**config.mk**
```make
export PLATFORM = sky130hd
export DESIGN_NAME = bbt_top
export DESIGN_NICKNAME = d
export VERILOG_FILES = /design/src/inc/bbt_pkg.sv /design/src/design/bbt_top.sv /design/src/design/bbt_skid_buf.sv
export VERILOG_INCLUDE_DIRS = /design/src /design/src/inc
export SDC_FILE = /design/constraint.sdc
export NUM_CORES = 1
export LEC_CHECK = 0
export ABC_AREA = 1
export CORE_UTILIZATION = 28
export DETAILED_ROUTE_END_ITERATION = 10
export DONT_BUFFER_PORTS = 1
export GPL_ROUTABILITY_DRIVEN = 1
export SETUP_SLACK_MARGIN = 0.5
export SLEW_MARGIN = 0
export SYNTH_ARGS = -nofsm -noshare
export SYNTH_HDL_FRONTEND = slang
export SYNTH_SLANG_ARGS = --single-unit
```
**constraint.sdc**
```tcl
create_clock -name aclk -period 2.69 [get_ports aclk]
set_input_delay 0.1345 -clock aclk [delete_from_list [all_inputs] [get_ports aclk]]
set_output_delay 0.1345 -clock aclk [all_outputs]
set_load 0.01 [all_outputs]
```
**src/inc/bbt_defines.svh**
```systemverilog
// Offsets, field positions, reset values and widths of the transceiver block
`ifndef BBT_DEFINES_SVH
`define BBT_DEFINES_SVH

`define BBT_DATA_W        18
`define BBT_ADDR_W        8
`define BBT_PIN_W         46

`define BBT_OFF_CTRL      8'h00
`define BBT_OFF_STATUS    8'h04
`define BBT_OFF_AB_STORE  8'h08
`define BBT_OFF_BA_STORE  8'h0c
`define BBT_OFF_SNOOP     8'h10

`define BBT_CTRL_SNOOP_EN 0
`define BBT_CTRL_RESET    1'h0
`define BBT_STAT_VALID    0
`define BBT_STAT_READY    1

`define BBT_RESP_OKAY     2'h0
`define BBT_RESP_SLVERR   2'h2

`endif

```
**src/inc/bbt_pkg.sv**
```systemverilog
// Types shared by the transceiver block
package bbt_pkg;

    typedef logic [17:0] bbt_word_t;

    typedef enum logic
    {
        BBT_DIR_AB = 1'b0,
        BBT_DIR_BA = 1'b1
    } bbt_dir_t;

endpackage : bbt_pkg

```
**src/design/bbt_top.sv**
```systemverilog
// Bidirectional 18-bit bus transceiver datapath with AXI4-Lite status port
`timescale 1ns/1ps
`default_nettype none
`include "bbt_defines.svh"

module bbt_top
(
    input  wire logic                    aclk,
    input  wire logic                    aresetn,
    // AXI4-Lite slave
    input  wire logic                    s_axi_awvalid,
    output logic                         s_axi_awready,
    input  wire logic [`BBT_ADDR_W-1:0]  s_axi_awaddr,
    input  wire logic                    s_axi_wvalid,
    output logic                         s_axi_wready,
    input  wire logic [31:0]             s_axi_wdata,
    input  wire logic [3:0]              s_axi_wstrb,
    output logic                         s_axi_bvalid,
    input  wire logic                    s_axi_bready,
    output logic [1:0]                   s_axi_bresp,
    input  wire logic                    s_axi_arvalid,
    output logic                         s_axi_arready,
    input  wire logic [`BBT_ADDR_W-1:0]  s_axi_araddr,
    output logic                         s_axi_rvalid,
    input  wire logic                    s_axi_rready,
    output logic [31:0]                  s_axi_rdata,
    output logic [1:0]                   s_axi_rresp,
    // Card-side A port
    input  wire bbt_pkg::bbt_word_t      a_data_in,
    output bbt_pkg::bbt_word_t           a_data_out,
    output logic                         a_data_oe,
    input  wire logic                    a_ext_drive,
    // Backplane-side B port
    input  wire bbt_pkg::bbt_word_t      b_data_in,
    output bbt_pkg::bbt_word_t           b_data_out,
    output logic                         b_data_oe,
    output logic                         b_fast_edge,
    // Direction controls
    input  wire logic                    a_to_b_drive_enable_n,
    input  wire logic                    b_to_a_drive_enable_n,
    input  wire logic                    a_to_b_transparent_ctl,
    input  wire logic                    b_to_a_transparent_ctl,
    input  wire logic                    a_to_b_capture_clock,
    input  wire logic                    b_to_a_capture_clock,
    input  wire logic                    a_to_b_capture_gate_n,
    input  wire logic                    b_to_a_capture_gate_n,
    input  wire logic                    edge_speed_select,
    // Snoop buffer fill-side ready
    output logic                         snoop_ready
);

    // ------------------------------------------------------------
    // Pin synchronisers
    // ------------------------------------------------------------

    logic [`BBT_PIN_W-1:0] pin_raw;
    logic [`BBT_PIN_W-1:0] pin_s1_q;
    logic [`BBT_PIN_W-1:0] pin_s2_q;

    // All pins gathered into one vector
    assign pin_raw = {edge_speed_select, a_ext_drive,
                      b_to_a_capture_gate_n, a_to_b_capture_gate_n,
                      b_to_a_capture_clock, a_to_b_capture_clock,
                      b_to_a_transparent_ctl, a_to_b_transparent_ctl,
                      b_to_a_drive_enable_n, a_to_b_drive_enable_n,
                      b_data_in, a_data_in};

    // Two-flop synchroniser
    always_ff @(posedge aclk)
    begin
        if (!aresetn)
        begin
            pin_s1_q <= '0;
            pin_s2_q <= '0;
        end
        else
        begin
            pin_s1_q <= pin_raw;
            pin_s2_q <= pin_s1_q;
        end
    end

    bbt_pkg::bbt_word_t a_s;
    bbt_pkg::bbt_word_t b_s;
    logic [1:0]         drive_n_s;
    logic [1:0]         ctl_s;
    logic [1:0]         clk_s;
    logic [1:0]         gate_n_s;
    logic               ext_drive_s;
    logic               edge_s;

    // Synchronised pin fields
    assign a_s         = pin_s2_q[17:0];
    assign b_s         = pin_s2_q[35:18];
    assign drive_n_s   = pin_s2_q[37:36];
    assign ctl_s       = pin_s2_q[39:38];
    assign clk_s       = pin_s2_q[41:40];
    assign gate_n_s    = pin_s2_q[43:42];
    assign ext_drive_s = pin_s2_q[44];
    assign edge_s      = pin_s2_q[45];

    // ------------------------------------------------------------
    // A-port bus hold
    // ------------------------------------------------------------

    bbt_pkg::bbt_word_t a_hold_q;
    bbt_pkg::bbt_word_t a_level;
    bbt_pkg::bbt_word_t store_q [2];

    // Pin level: far driver, own driver, else held level
    assign a_level = ext_drive_s ? a_s : (a_data_oe ? store_q[bbt_pkg::BBT_DIR_BA] : a_hold_q);

    // Keeper follows whatever last drove the pin
    always_ff @(posedge aclk)
    begin
        if (!aresetn)
        begin
            a_hold_q <= '0;
        end
        else
        begin
            a_hold_q <= a_level;
        end
    end

    // ------------------------------------------------------------
    // Storage elements, one per direction
    // ------------------------------------------------------------

    bbt_pkg::bbt_word_t din [2];
    logic [1:0]         clk_d1_q;
    logic [1:0]         clk_rise;
    logic [1:0]         capture;

    // Next stored word from mode inputs
    function automatic bbt_pkg::bbt_word_t next_store(input logic ctl, input logic cap,
                                                     input bbt_pkg::bbt_word_t d,
                                                     input bbt_pkg::bbt_word_t q);
        return (ctl | cap) ? d : q;
    endfunction : next_store

    assign din[bbt_pkg::BBT_DIR_AB] = a_level;
    assign din[bbt_pkg::BBT_DIR_BA] = b_s;

    // Clock edge tracker
    always_ff @(posedge aclk)
    begin
        if (!aresetn)
        begin
            clk_d1_q <= 2'h0;
        end
        else
        begin
            clk_d1_q <= clk_s;
        end
    end

    genvar gd;
    generate
        for (gd = 0; gd < 2; gd++)
        begin : g_dir
            // Gated rising-edge capture, latch closed
            assign clk_rise[gd] = clk_s[gd] & ~clk_d1_q[gd];
            assign capture[gd]  = clk_rise[gd] & ~gate_n_s[gd] & ~ctl_s[gd];

            // Latch or flop, blind to drive enable
            always_ff @(posedge aclk)
            begin
                if (!aresetn)
                begin
                    store_q[gd] <= '0;
                end
                else
                begin
                    store_q[gd] <= next_store(ctl_s[gd], capture[gd], din[gd], store_q[gd]);
                end
            end

        end
    endgenerate

    // ------------------------------------------------------------
    // Port drivers
    // ------------------------------------------------------------

    logic fast_q;

    // Edge speed follows synced select
    always_ff @(posedge aclk)
    begin
        if (!aresetn)
        begin
            fast_q <= 1'h0;
        end
        else
        begin
            fast_q <= edge_s;
        end
    end

    // Outputs and enables
    assign b_data_out  = store_q[bbt_pkg::BBT_DIR_AB];
    assign a_data_out  = store_q[bbt_pkg::BBT_DIR_BA];
    assign b_data_oe   = ~drive_n_s[bbt_pkg::BBT_DIR_AB];
    assign a_data_oe   = ~drive_n_s[bbt_pkg::BBT_DIR_BA];
    assign b_fast_edge = fast_q;

    // ------------------------------------------------------------
    // Snoop buffer of A-to-B captures
    // ------------------------------------------------------------

    logic               ctrl_snoop_en_q;
    logic               snoop_valid;
    logic               snoop_pop;
    bbt_pkg::bbt_word_t snoop_data;

    bbt_skid_buf u_snoop
    (
        .aclk      (aclk),
        .aresetn   (aresetn),
        .in_valid  (ctrl_snoop_en_q & capture[bbt_pkg::BBT_DIR_AB]),
        .in_ready  (snoop_ready),
        .in_data   (din[bbt_pkg::BBT_DIR_AB]),
        .out_valid (snoop_valid),
        .out_ready (snoop_pop),
        .out_data  (snoop_data)
    );

    // ------------------------------------------------------------
    // AXI4-Lite slave
    // ------------------------------------------------------------

    // Offset is one of the mapped registers
    function automatic logic is_mapped(input logic [`BBT_ADDR_W-1:0] addr);
        return (addr == `BBT_OFF_CTRL) || (addr == `BBT_OFF_STATUS) ||
               (addr == `BBT_OFF_AB_STORE) || (addr == `BBT_OFF_BA_STORE) ||
               (addr == `BBT_OFF_SNOOP);
    endfunction : is_mapped

    logic                   aw_held_q;
    logic                   w_held_q;
    logic [`BBT_ADDR_W-1:0] aw_addr_q;
    logic [31:0]            w_data_q;
    logic [3:0]             w_strb_q;
    logic                   bvalid_q;
    logic [1:0]             bresp_q;
    logic                   rvalid_q;
    logic [31:0]            rdata_q;
    logic [1:0]             rresp_q;
    logic                   do_write;
    logic                   ar_take;
    logic [31:0]            rd_word;

    // Channel handshakes
    assign s_axi_awready = ~aw_held_q & ~bvalid_q;
    assign s_axi_wready  = ~w_held_q & ~bvalid_q;
    assign s_axi_arready = ~rvalid_q;
    assign do_write      = aw_held_q & w_held_q & ~bvalid_q;
    assign ar_take       = s_axi_arvalid & s_axi_arready;
    assign snoop_pop     = ar_take & (s_axi_araddr == `BBT_OFF_SNOOP);
    assign s_axi_bvalid  = bvalid_q;
    assign s_axi_bresp   = bresp_q;
    assign s_axi_rvalid  = rvalid_q;
    assign s_axi_rdata   = rdata_q;
    assign s_axi_rresp   = rresp_q;

    // Read data selection
    assign rd_word =
        (s_axi_araddr == `BBT_OFF_CTRL)     ? {31'h0, ctrl_snoop_en_q} :
        (s_axi_araddr == `BBT_OFF_STATUS)   ? {30'h0, snoop_ready, snoop_valid} :
        (s_axi_araddr == `BBT_OFF_AB_STORE) ? {14'h0, store_q[bbt_pkg::BBT_DIR_AB]} :
        (s_axi_araddr == `BBT_OFF_BA_STORE) ? {14'h0, store_q[bbt_pkg::BBT_DIR_BA]} :
        (s_axi_araddr == `BBT_OFF_SNOOP)    ? {13'h0, snoop_valid, snoop_data} : 32'h0;

    // Write address and data capture, write response
    always_ff @(posedge aclk)
    begin
        if (!aresetn)
        begin
            aw_held_q       <= 1'h0;
            w_held_q        <= 1'h0;
            aw_addr_q       <= '0;
            w_data_q        <= 32'h0;
            w_strb_q        <= 4'h0;
            bvalid_q        <= 1'h0;
            bresp_q         <= `BBT_RESP_OKAY;
            ctrl_snoop_en_q <= `BBT_CTRL_RESET;
        end
        else
        begin
            if (s_axi_awvalid && s_axi_awready)
            begin
                aw_held_q <= 1'h1;
                aw_addr_q <= s_axi_awaddr;
            end
            if (s_axi_wvalid && s_axi_wready)
            begin
                w_held_q <= 1'h1;
                w_data_q <= s_axi_wdata;
                w_strb_q <= s_axi_wstrb;
            end
            if (do_write)
            begin
                aw_held_q <= 1'h0;
                w_held_q  <= 1'h0;
                bvalid_q  <= 1'h1;
                bresp_q   <= is_mapped(aw_addr_q) ? `BBT_RESP_OKAY : `BBT_RESP_SLVERR;
                if (aw_addr_q == `BBT_OFF_CTRL && w_strb_q[0])
                begin
                    ctrl_snoop_en_q <= w_data_q[`BBT_CTRL_SNOOP_EN];
                end
            end
            else if (s_axi_bready)
            begin
                bvalid_q <= 1'h0;
            end
        end
    end

    // Read channel
    always_ff @(posedge aclk)
    begin
        if (!aresetn)
        begin
            rvalid_q <= 1'h0;
            rdata_q  <= 32'h0;
            rresp_q  <= `BBT_RESP_OKAY;
        end
        else if (ar_take)
        begin
            rvalid_q <= 1'h1;
            rdata_q  <= rd_word;
            rresp_q  <= is_mapped(s_axi_araddr) ? `BBT_RESP_OKAY : `BBT_RESP_SLVERR;
        end
        else if (s_axi_rready)
        begin
            rvalid_q <= 1'h0;
        end
    end

endmodule : bbt_top

`default_nettype wire

```
**src/design/bbt_skid_buf.sv**
```systemverilog
// Two-entry buffer with valid and ready on both sides
`timescale 1ns/1ps
`default_nettype none
`include "bbt_defines.svh"

module bbt_skid_buf
(
    input  wire logic              aclk,
    input  wire logic              aresetn,
    input  wire logic              in_valid,
    output logic                   in_ready,
    input  wire bbt_pkg::bbt_word_t in_data,
    output logic                   out_valid,
    input  wire logic              out_ready,
    output bbt_pkg::bbt_word_t     out_data
);

    bbt_pkg::bbt_word_t mem_q [2];
    logic               wr_ptr_q;
    logic               rd_ptr_q;
    logic [1:0]         count_q;
    logic               push;
    logic               pop;

    // Handshakes and flags
    assign in_ready  = (count_q != 2'h2);
    assign out_valid = (count_q != 2'h0);
    assign push      = in_valid & in_ready;
    assign pop       = out_valid & out_ready;
    assign out_data  = mem_q[rd_ptr_q];

    // Storage
    always_ff @(posedge aclk)
    begin
        if (push)
        begin
            mem_q[wr_ptr_q] <= in_data;
        end
    end

    // Pointers and fill level
    always_ff @(posedge aclk)
    begin
        if (!aresetn)
        begin
            wr_ptr_q <= 1'h0;
            rd_ptr_q <= 1'h0;
            count_q  <= 2'h0;
        end
        else
        begin
            wr_ptr_q <= wr_ptr_q ^ push;
            rd_ptr_q <= rd_ptr_q ^ pop;
            count_q  <= count_q + {1'h0, push} - {1'h0, pop};
        end
    end

endmodule : bbt_skid_buf

`default_nettype wire

```
==> out/results.ini, run 1 <==
[grt]
grt_usage = 0.139
grt_pass1_vias = 6038
grt_max_degree = 104
grt.overflow.total = 0
antenna_found_initial = 0
grt_pass1_wl_mm = 33.5

[critical_path]
timing.rr.start = pin_s2_q[40]
required_ps = 3140
reg2regPathDepth = 4
path_class = input pin to flip-flop
cp-start-kind = input pin
arrival_ps = 2450
crit_fanout = 21
timing.rr.end = u_snoop.mem_q[0][13]
crit_path_end_kind = flip-flop
reg2reg_slack_ps = 760

[hold_path]
hold_path_depth = 2
hold_path_class = input pin to flip-flop
min_from = aresetn
holdPathEnd = s_axi_rvalid

[sta]
hold_viol_final = 1
grt_setup_unrepaired = no
fin_hold_ws_ps = -4.33
finalSetupViolCount = 0
maxSlewHeadroom = 0.546
tightest_slew_ps = 680
max_clock_freq_mhz = 501
post-route-min-period_ps = 2000
min_period_over_period = 0.742
slew_viol_final = 0
setup_tns_ps = 0
skew_ps = 11.0

[cells_and_area]
nets = 1201
multi_input_area_um2 = 2610
fill_cells = 2983
layout-drive-gt1-share = 0.0909
diodes = 0
syn2layout_area_growth_pct = 26.4
ff_latch_area_um2 = 4880

[logic_synthesis]
synth-seq-cells = 226
synth_cell_type_count = 37
syn_area_per_cell_um2 = 8.53
syn_area_um2 = 8490
yosysSeqAreaShare = 0.576
syn_inst = 995
netlist.area_leader.share = 0.448
synth_top_area_cell = dfxtp_1
ys_warn_count = 0
synth.area.top_cells = dfxtp_1 45%, edfxtp_1 13%, nand2_1 8.3%, inv_1 7.9%, o21ai_0 4.4%

[route]
viasPerCell = 4.21
ant_nets = 0
drc_errors = 0
vias = 6324
wl_per_cell_um = 14.5
drt_pre_antenna_iters = 5
drtIter0Drc = 429
drt-total-wl_mm = 21.8

[die]
num_rows = 63
start_util = 0.286
core_area_um2 = 29700
io-pin-count = 186
die_area_um2 = 31000
die_x_um = 176
dieHeight_um = 176

[power_and_ir_drop]
vdd_drop_max_v = 0.000439
total_power_uw = 7860
p_per_area_nw_per_um2 = 733
cellLeakagePower_uw = 0.00485

[clocking]
tritoncts = built
post_cts_buffers = 0
clock-root-buffer = clkbuf_16
clock-sinks = 226
clk_pin_slew_ps = 50
clock_latency_ps = 520
clockBufferDepth = 3
htree_levels = 1
numCtsBuffers = 26

[status]
violations = hold timing
status = finished, violations left

[job]
maxCapViolations = 0

[place]
portBuffers = 0
dp_hpwl_mm = 13.6
place_congestion = 0.735

## worst max-delay path by stage
stage                           endpoint            start  cells past startpoint
floorplan            u_snoop.mem_q[1][0]     pin_s2_q[40]                      3
global placement     u_snoop.mem_q[0][5]     pin_s2_q[40]                      4
detailed placement   u_snoop.mem_q[0][5]     pin_s2_q[40]                      4
CTS                 u_snoop.mem_q[0][11]     pin_s2_q[40]                      4
global route          u_snoop.count_q[1]  s_axi_araddr[2]                     11
finish                u_snoop.count_q[1]  s_axi_araddr[2]                     11
## cell families after synthesis
logic type / Yosys count / share of synthesized area
buf+inv: 243 / 0.124
flops: 226 / 0.576
compound gates: 163 / 0.110
fa+ha+maj: 4 / 0.00590
xor+xnor: 1 / 0.00103
other cells: 1 / 0.000442
simple gates: 357 / 0.183
## power breakdown
group / switching, uW / total, uW / internal [uW]
clock: 1340 / 3630 / 2280
sequential: 128 / 3710 / 3590
combinational: 292 / 518 / 226
## what timing repair did
action / 4_1_cts / 5_1_grt
hold endpoints to repair: 153 / 0
hold buffers: 108 / 0
resized for setup: 0 / 1
endpoints found under the setup margin: 0 / 37
## flip-flops by register name, indices dropped and copies added (netlist names), 2 cells and up, named ones only
signal,cells
pin_s1_q,46
pin_s2_q,46
store_q,36
u_snoop.mem_q,36
s_axi_rdata,19
a_hold_q,18
aw_addr_q,8
clk_d1_q,2
u_snoop.count_q,2
## worst max-delay path, cell delays in order
cell and delay (ps):
dlygate4sd3_1 580, or2_4 290, nor2_8 280, nand2_1 140, nor2_1 130, ha_1 240
inv_1 60, ha_1 150, xor2_1 200, o21ai_0 110, a21oi_1 130
## Yosys cell counts
cell type / count
inv_1: 178
o21ai_1: 11
nand2_4: 2
inv_2: 3
or3b_4: 1
ha_1: 4
nand4_2: 1
nand3_1: 58
o21a_1: 1
conb_1: 1
o31ai_1: 1
nand2_2: 2
or2_4: 1
xor2_1: 1
dfxtp_1: 190
nand3_2: 1
or3b_1: 1
o211ai_1: 20
nor2_4: 2
a21oi_2: 16
nand2_1: 188
a21oi_1: 38
o21ai_0: 75
nor3_1: 3
clkbuf_1: 19
buf_1: 5
nor2_1: 74
nor2_2: 1
nand4_1: 2
edfxtp_1: 36
or2_2: 18
a31oi_1: 1
buf_2: 12
buf_4: 19
nor2_8: 1
nor4_1: 1
buf_6: 7
## area by class of cell
class | instances | area share
clock buffers | 39 | 0.0728
flip-flops and latches | 226 | 0.455
well taps | 390 | 0.0455
inverters | 181 | 0.0633
clock inverters | 8 | 0.0113
repair buffers | 117 | 0.109
multi-input cells | 540 | 0.243
## layout by cell type (no fill, tap or decap), types with 4 or more instances in the layout
cell type	n
clkbuf_8	6
nand2_1	188
nor2_1	74
buf_4	9
clkbuf_1	6
inv_1	177
nand3_1	58
dfxtp_1	190
dlygate4sd3_1	107
o21ai_0	75
clkbuf_16	27
or2_2	18
o211ai_1	20
conb_1	15
ha_1	4
o21ai_1	11
a21oi_1	38
edfxtp_1	36
a21oi_2	16
## routing by layer
metal,vias to the layer above,global-route usage,part of all wire
met4,0,0.0388,0.016
met5,-,0,0
met2,185,0.228,0.45
li1,3265,-,-
met3,27,0.0299,0.067
met1,2847,0.184,0.47
## per-stage QoR
step,hold slack (ps),instances,utilization,setup WS [ps],instance area [um2]
after floorplan,232,1009,-,672,8540
after global placement,233,1346,0.294,545,8720
after detailed placement,237,1346,0.294,526,8720
after CTS,1.90,1501,0.361,517,10700
after global routing,18.2,1501,0.361,513,10700
final,-4.33,1501,0.361,694,10700
No activity file was read; power rests on OpenSTA's default activity.
==> run 2, diff against run 1 <==
clock period = 1.8 ns   (was 2.69 ns; I/O delays follow)
==> run 2 against run 1 <==
Net effect: the flow now finishes without violations; core utilization is 4.4 points higher; cell count up 6.6%; sequential share of layout area down 4.8 points; power rose by 49%; largest power group unchanged.
==> out/results.ini, run 2 (synthesis results as in run 1) <==
[route]
viasPerCell = 4.33
ant_nets = 0
drtIter0Drc = 363
drt-total-wl_mm = 24.1
drc_errors = 0
drt_pre_antenna_iters = 5
wl_per_cell_um = 15.0
vias = 6920

[critical_path]
worst-path-buf-inv = 2
arrival_ps = 1890
cp-start-kind = flip-flop
crit_fanout = 12
worstPathCellList = or3b_4 -> nor4_4 -> buf_6 -> ha_4 -> buf_12
critPathTopFamily = simple AND/OR/NAND/NOR gates
required_ps = 2020
path_class = flip-flop to flip-flop
crit_path_end_kind = flip-flop
slowest_delay_ps = 410
slowest_stage = or3b_4

[die]
num_rows = 63
die_area_um2 = 31000
core_area_um2 = 29700
die_x_um = 176
dieHeight_um = 176
start_util = 0.286
io-pin-count = 186

[cells_and_area]
fin_cells = 1600
syn2layout_area_growth_pct = 41.8
top_regs = pin_s1_q x46, pin_s2_q x46
layout_common_cells = 185 x nand2_1, 183 x dfxtp_1, 170 x inv_1
final_common_cell = nand2_1
layout-drive-gt1-share = 0.165
nets = 1301
diodes = 0

[grt]
grt_max_degree = 149
antenna_found_initial = 0
grt_pass1_vias = 6326
grt_usage = 0.145
grt_pass1_wl_mm = 35.1
grt.overflow.total = 0

[sta]
post-route-min-period_ps = 1670
fin_hold_ws_ps = 26.1
grt_setup_unrepaired = yes
finalSetupViolCount = 0
skew_ps = 11.5
setup_tns_ps = 0
min_period_over_period = 0.927
slew_viol_final = 0
tightest_slew_ps = 533
max_clock_freq_mhz = 600
maxSlewHeadroom = 0.644
hold_viol_final = 0

[clocking]
clock-root-buffer = clkbuf_16
clockBufferDepth = 3
clock-sinks = 226
htree_levels = 1
numCtsBuffers = 25
tritoncts = built
clk_pin_slew_ps = 60
clock_latency_ps = 520

[power_and_ir_drop]
p_per_area_nw_per_um2 = 974
vdd_drop_max_v = 0.000489
cellLeakagePower_uw = 0.00526

[place]
portBuffers = 0
dp.cells = 1363
place_congestion = 0.757
dp_hpwl_mm = 14.1

[job]
maxCapViolations = 0

[hold_path]
hold_path_class = input pin to flip-flop

[status]
status = finished clean

run 2: cell count changes in the layout (fill, tap and decap cells not counted), sizes merged:
| cell | delta |
|---|---|
| buf | +42 |
| bufinv | -1 |
| clkbuf | -3 |
| clkinv | +2 |
| clkinvlp | +3 |
| dlygate4sd3 | +52 |
| inv | -1 |
| nand2 | +5 |
run 2: where the power goes:
group	switching [uW]	leakage (uW)	internal (uW)	total [uW]
sequential	151	0.00190	5360	5510
combinational	557	0.00295	509	1070
clock	2020	0.000410	3120	5140
total	2730	0.00526	8990	11700
run 2: cell type report:
class,count,area (um2)
well taps,390,488
flip-flops and latches,226,4900
fillers,2910,17700
clock inverters,11,115
inverters,181,698
clock buffers,34,731
multi-input cells,545,2920
repair buffers,213,2190
run 2: worst paths after layout:
path | startpoint | to | slack [ps] | cells after the start
worst max-delay path | pin_s2_q[40] | u_snoop.mem_q[1][6] | 130 | 5
worst max register to register | pin_s2_q[40] | u_snoop.mem_q[1][6] | 130 | 5
worst min-delay path | s_axi_araddr[3] | s_axi_rdata[0] | 30 | 6
worst min register to register | pin_s2_q[27] | store_q[1][9] | 450 | 2
run 2: timing repair:
item | CTS | global route
setup endpoints to repair | 137 | 121
cloned | 2 | 6
endpoints found under the hold margin | 154 | 54
hold buffers | 147 | 13
pin swaps | 3 | 13
resized for setup | 25 | 81
setup buffers | 8 | 16
run 2: per-layer routing:
| metal | track usage | vias to the layer above | wire length (um) |
|---|---|---|---|
| li1 | - | 3474 | - |
| met1 | 0.192 | 3175 | 10400 |
| met2 | 0.229 | 226 | 11200 |
| met3 | 0.0327 | 45 | 1800 |
| met4 | 0.0493 | 0 | 725 |
| met5 | 0 | - | 0 |
run 2: per-stage QoR:
stage	worst slack [ps]	power, uW	cell area (um2)	util
finish	132	11700	12000	0.405
global route	72.5	12200	12000	0.405
CTS	124	11700	11400	0.384
detailed placement	18.8	6260	8900	0.299
global placement	64.2	6240	8900	0.299
floorplan	151	6090	8590	-
run 2: worst reg2reg max path: stages (launching register included):
cell	delay, ps
dfxtp_2	320
or3b_4	410
nor4_4	160
buf_6	160
ha_4	170
buf_12	150
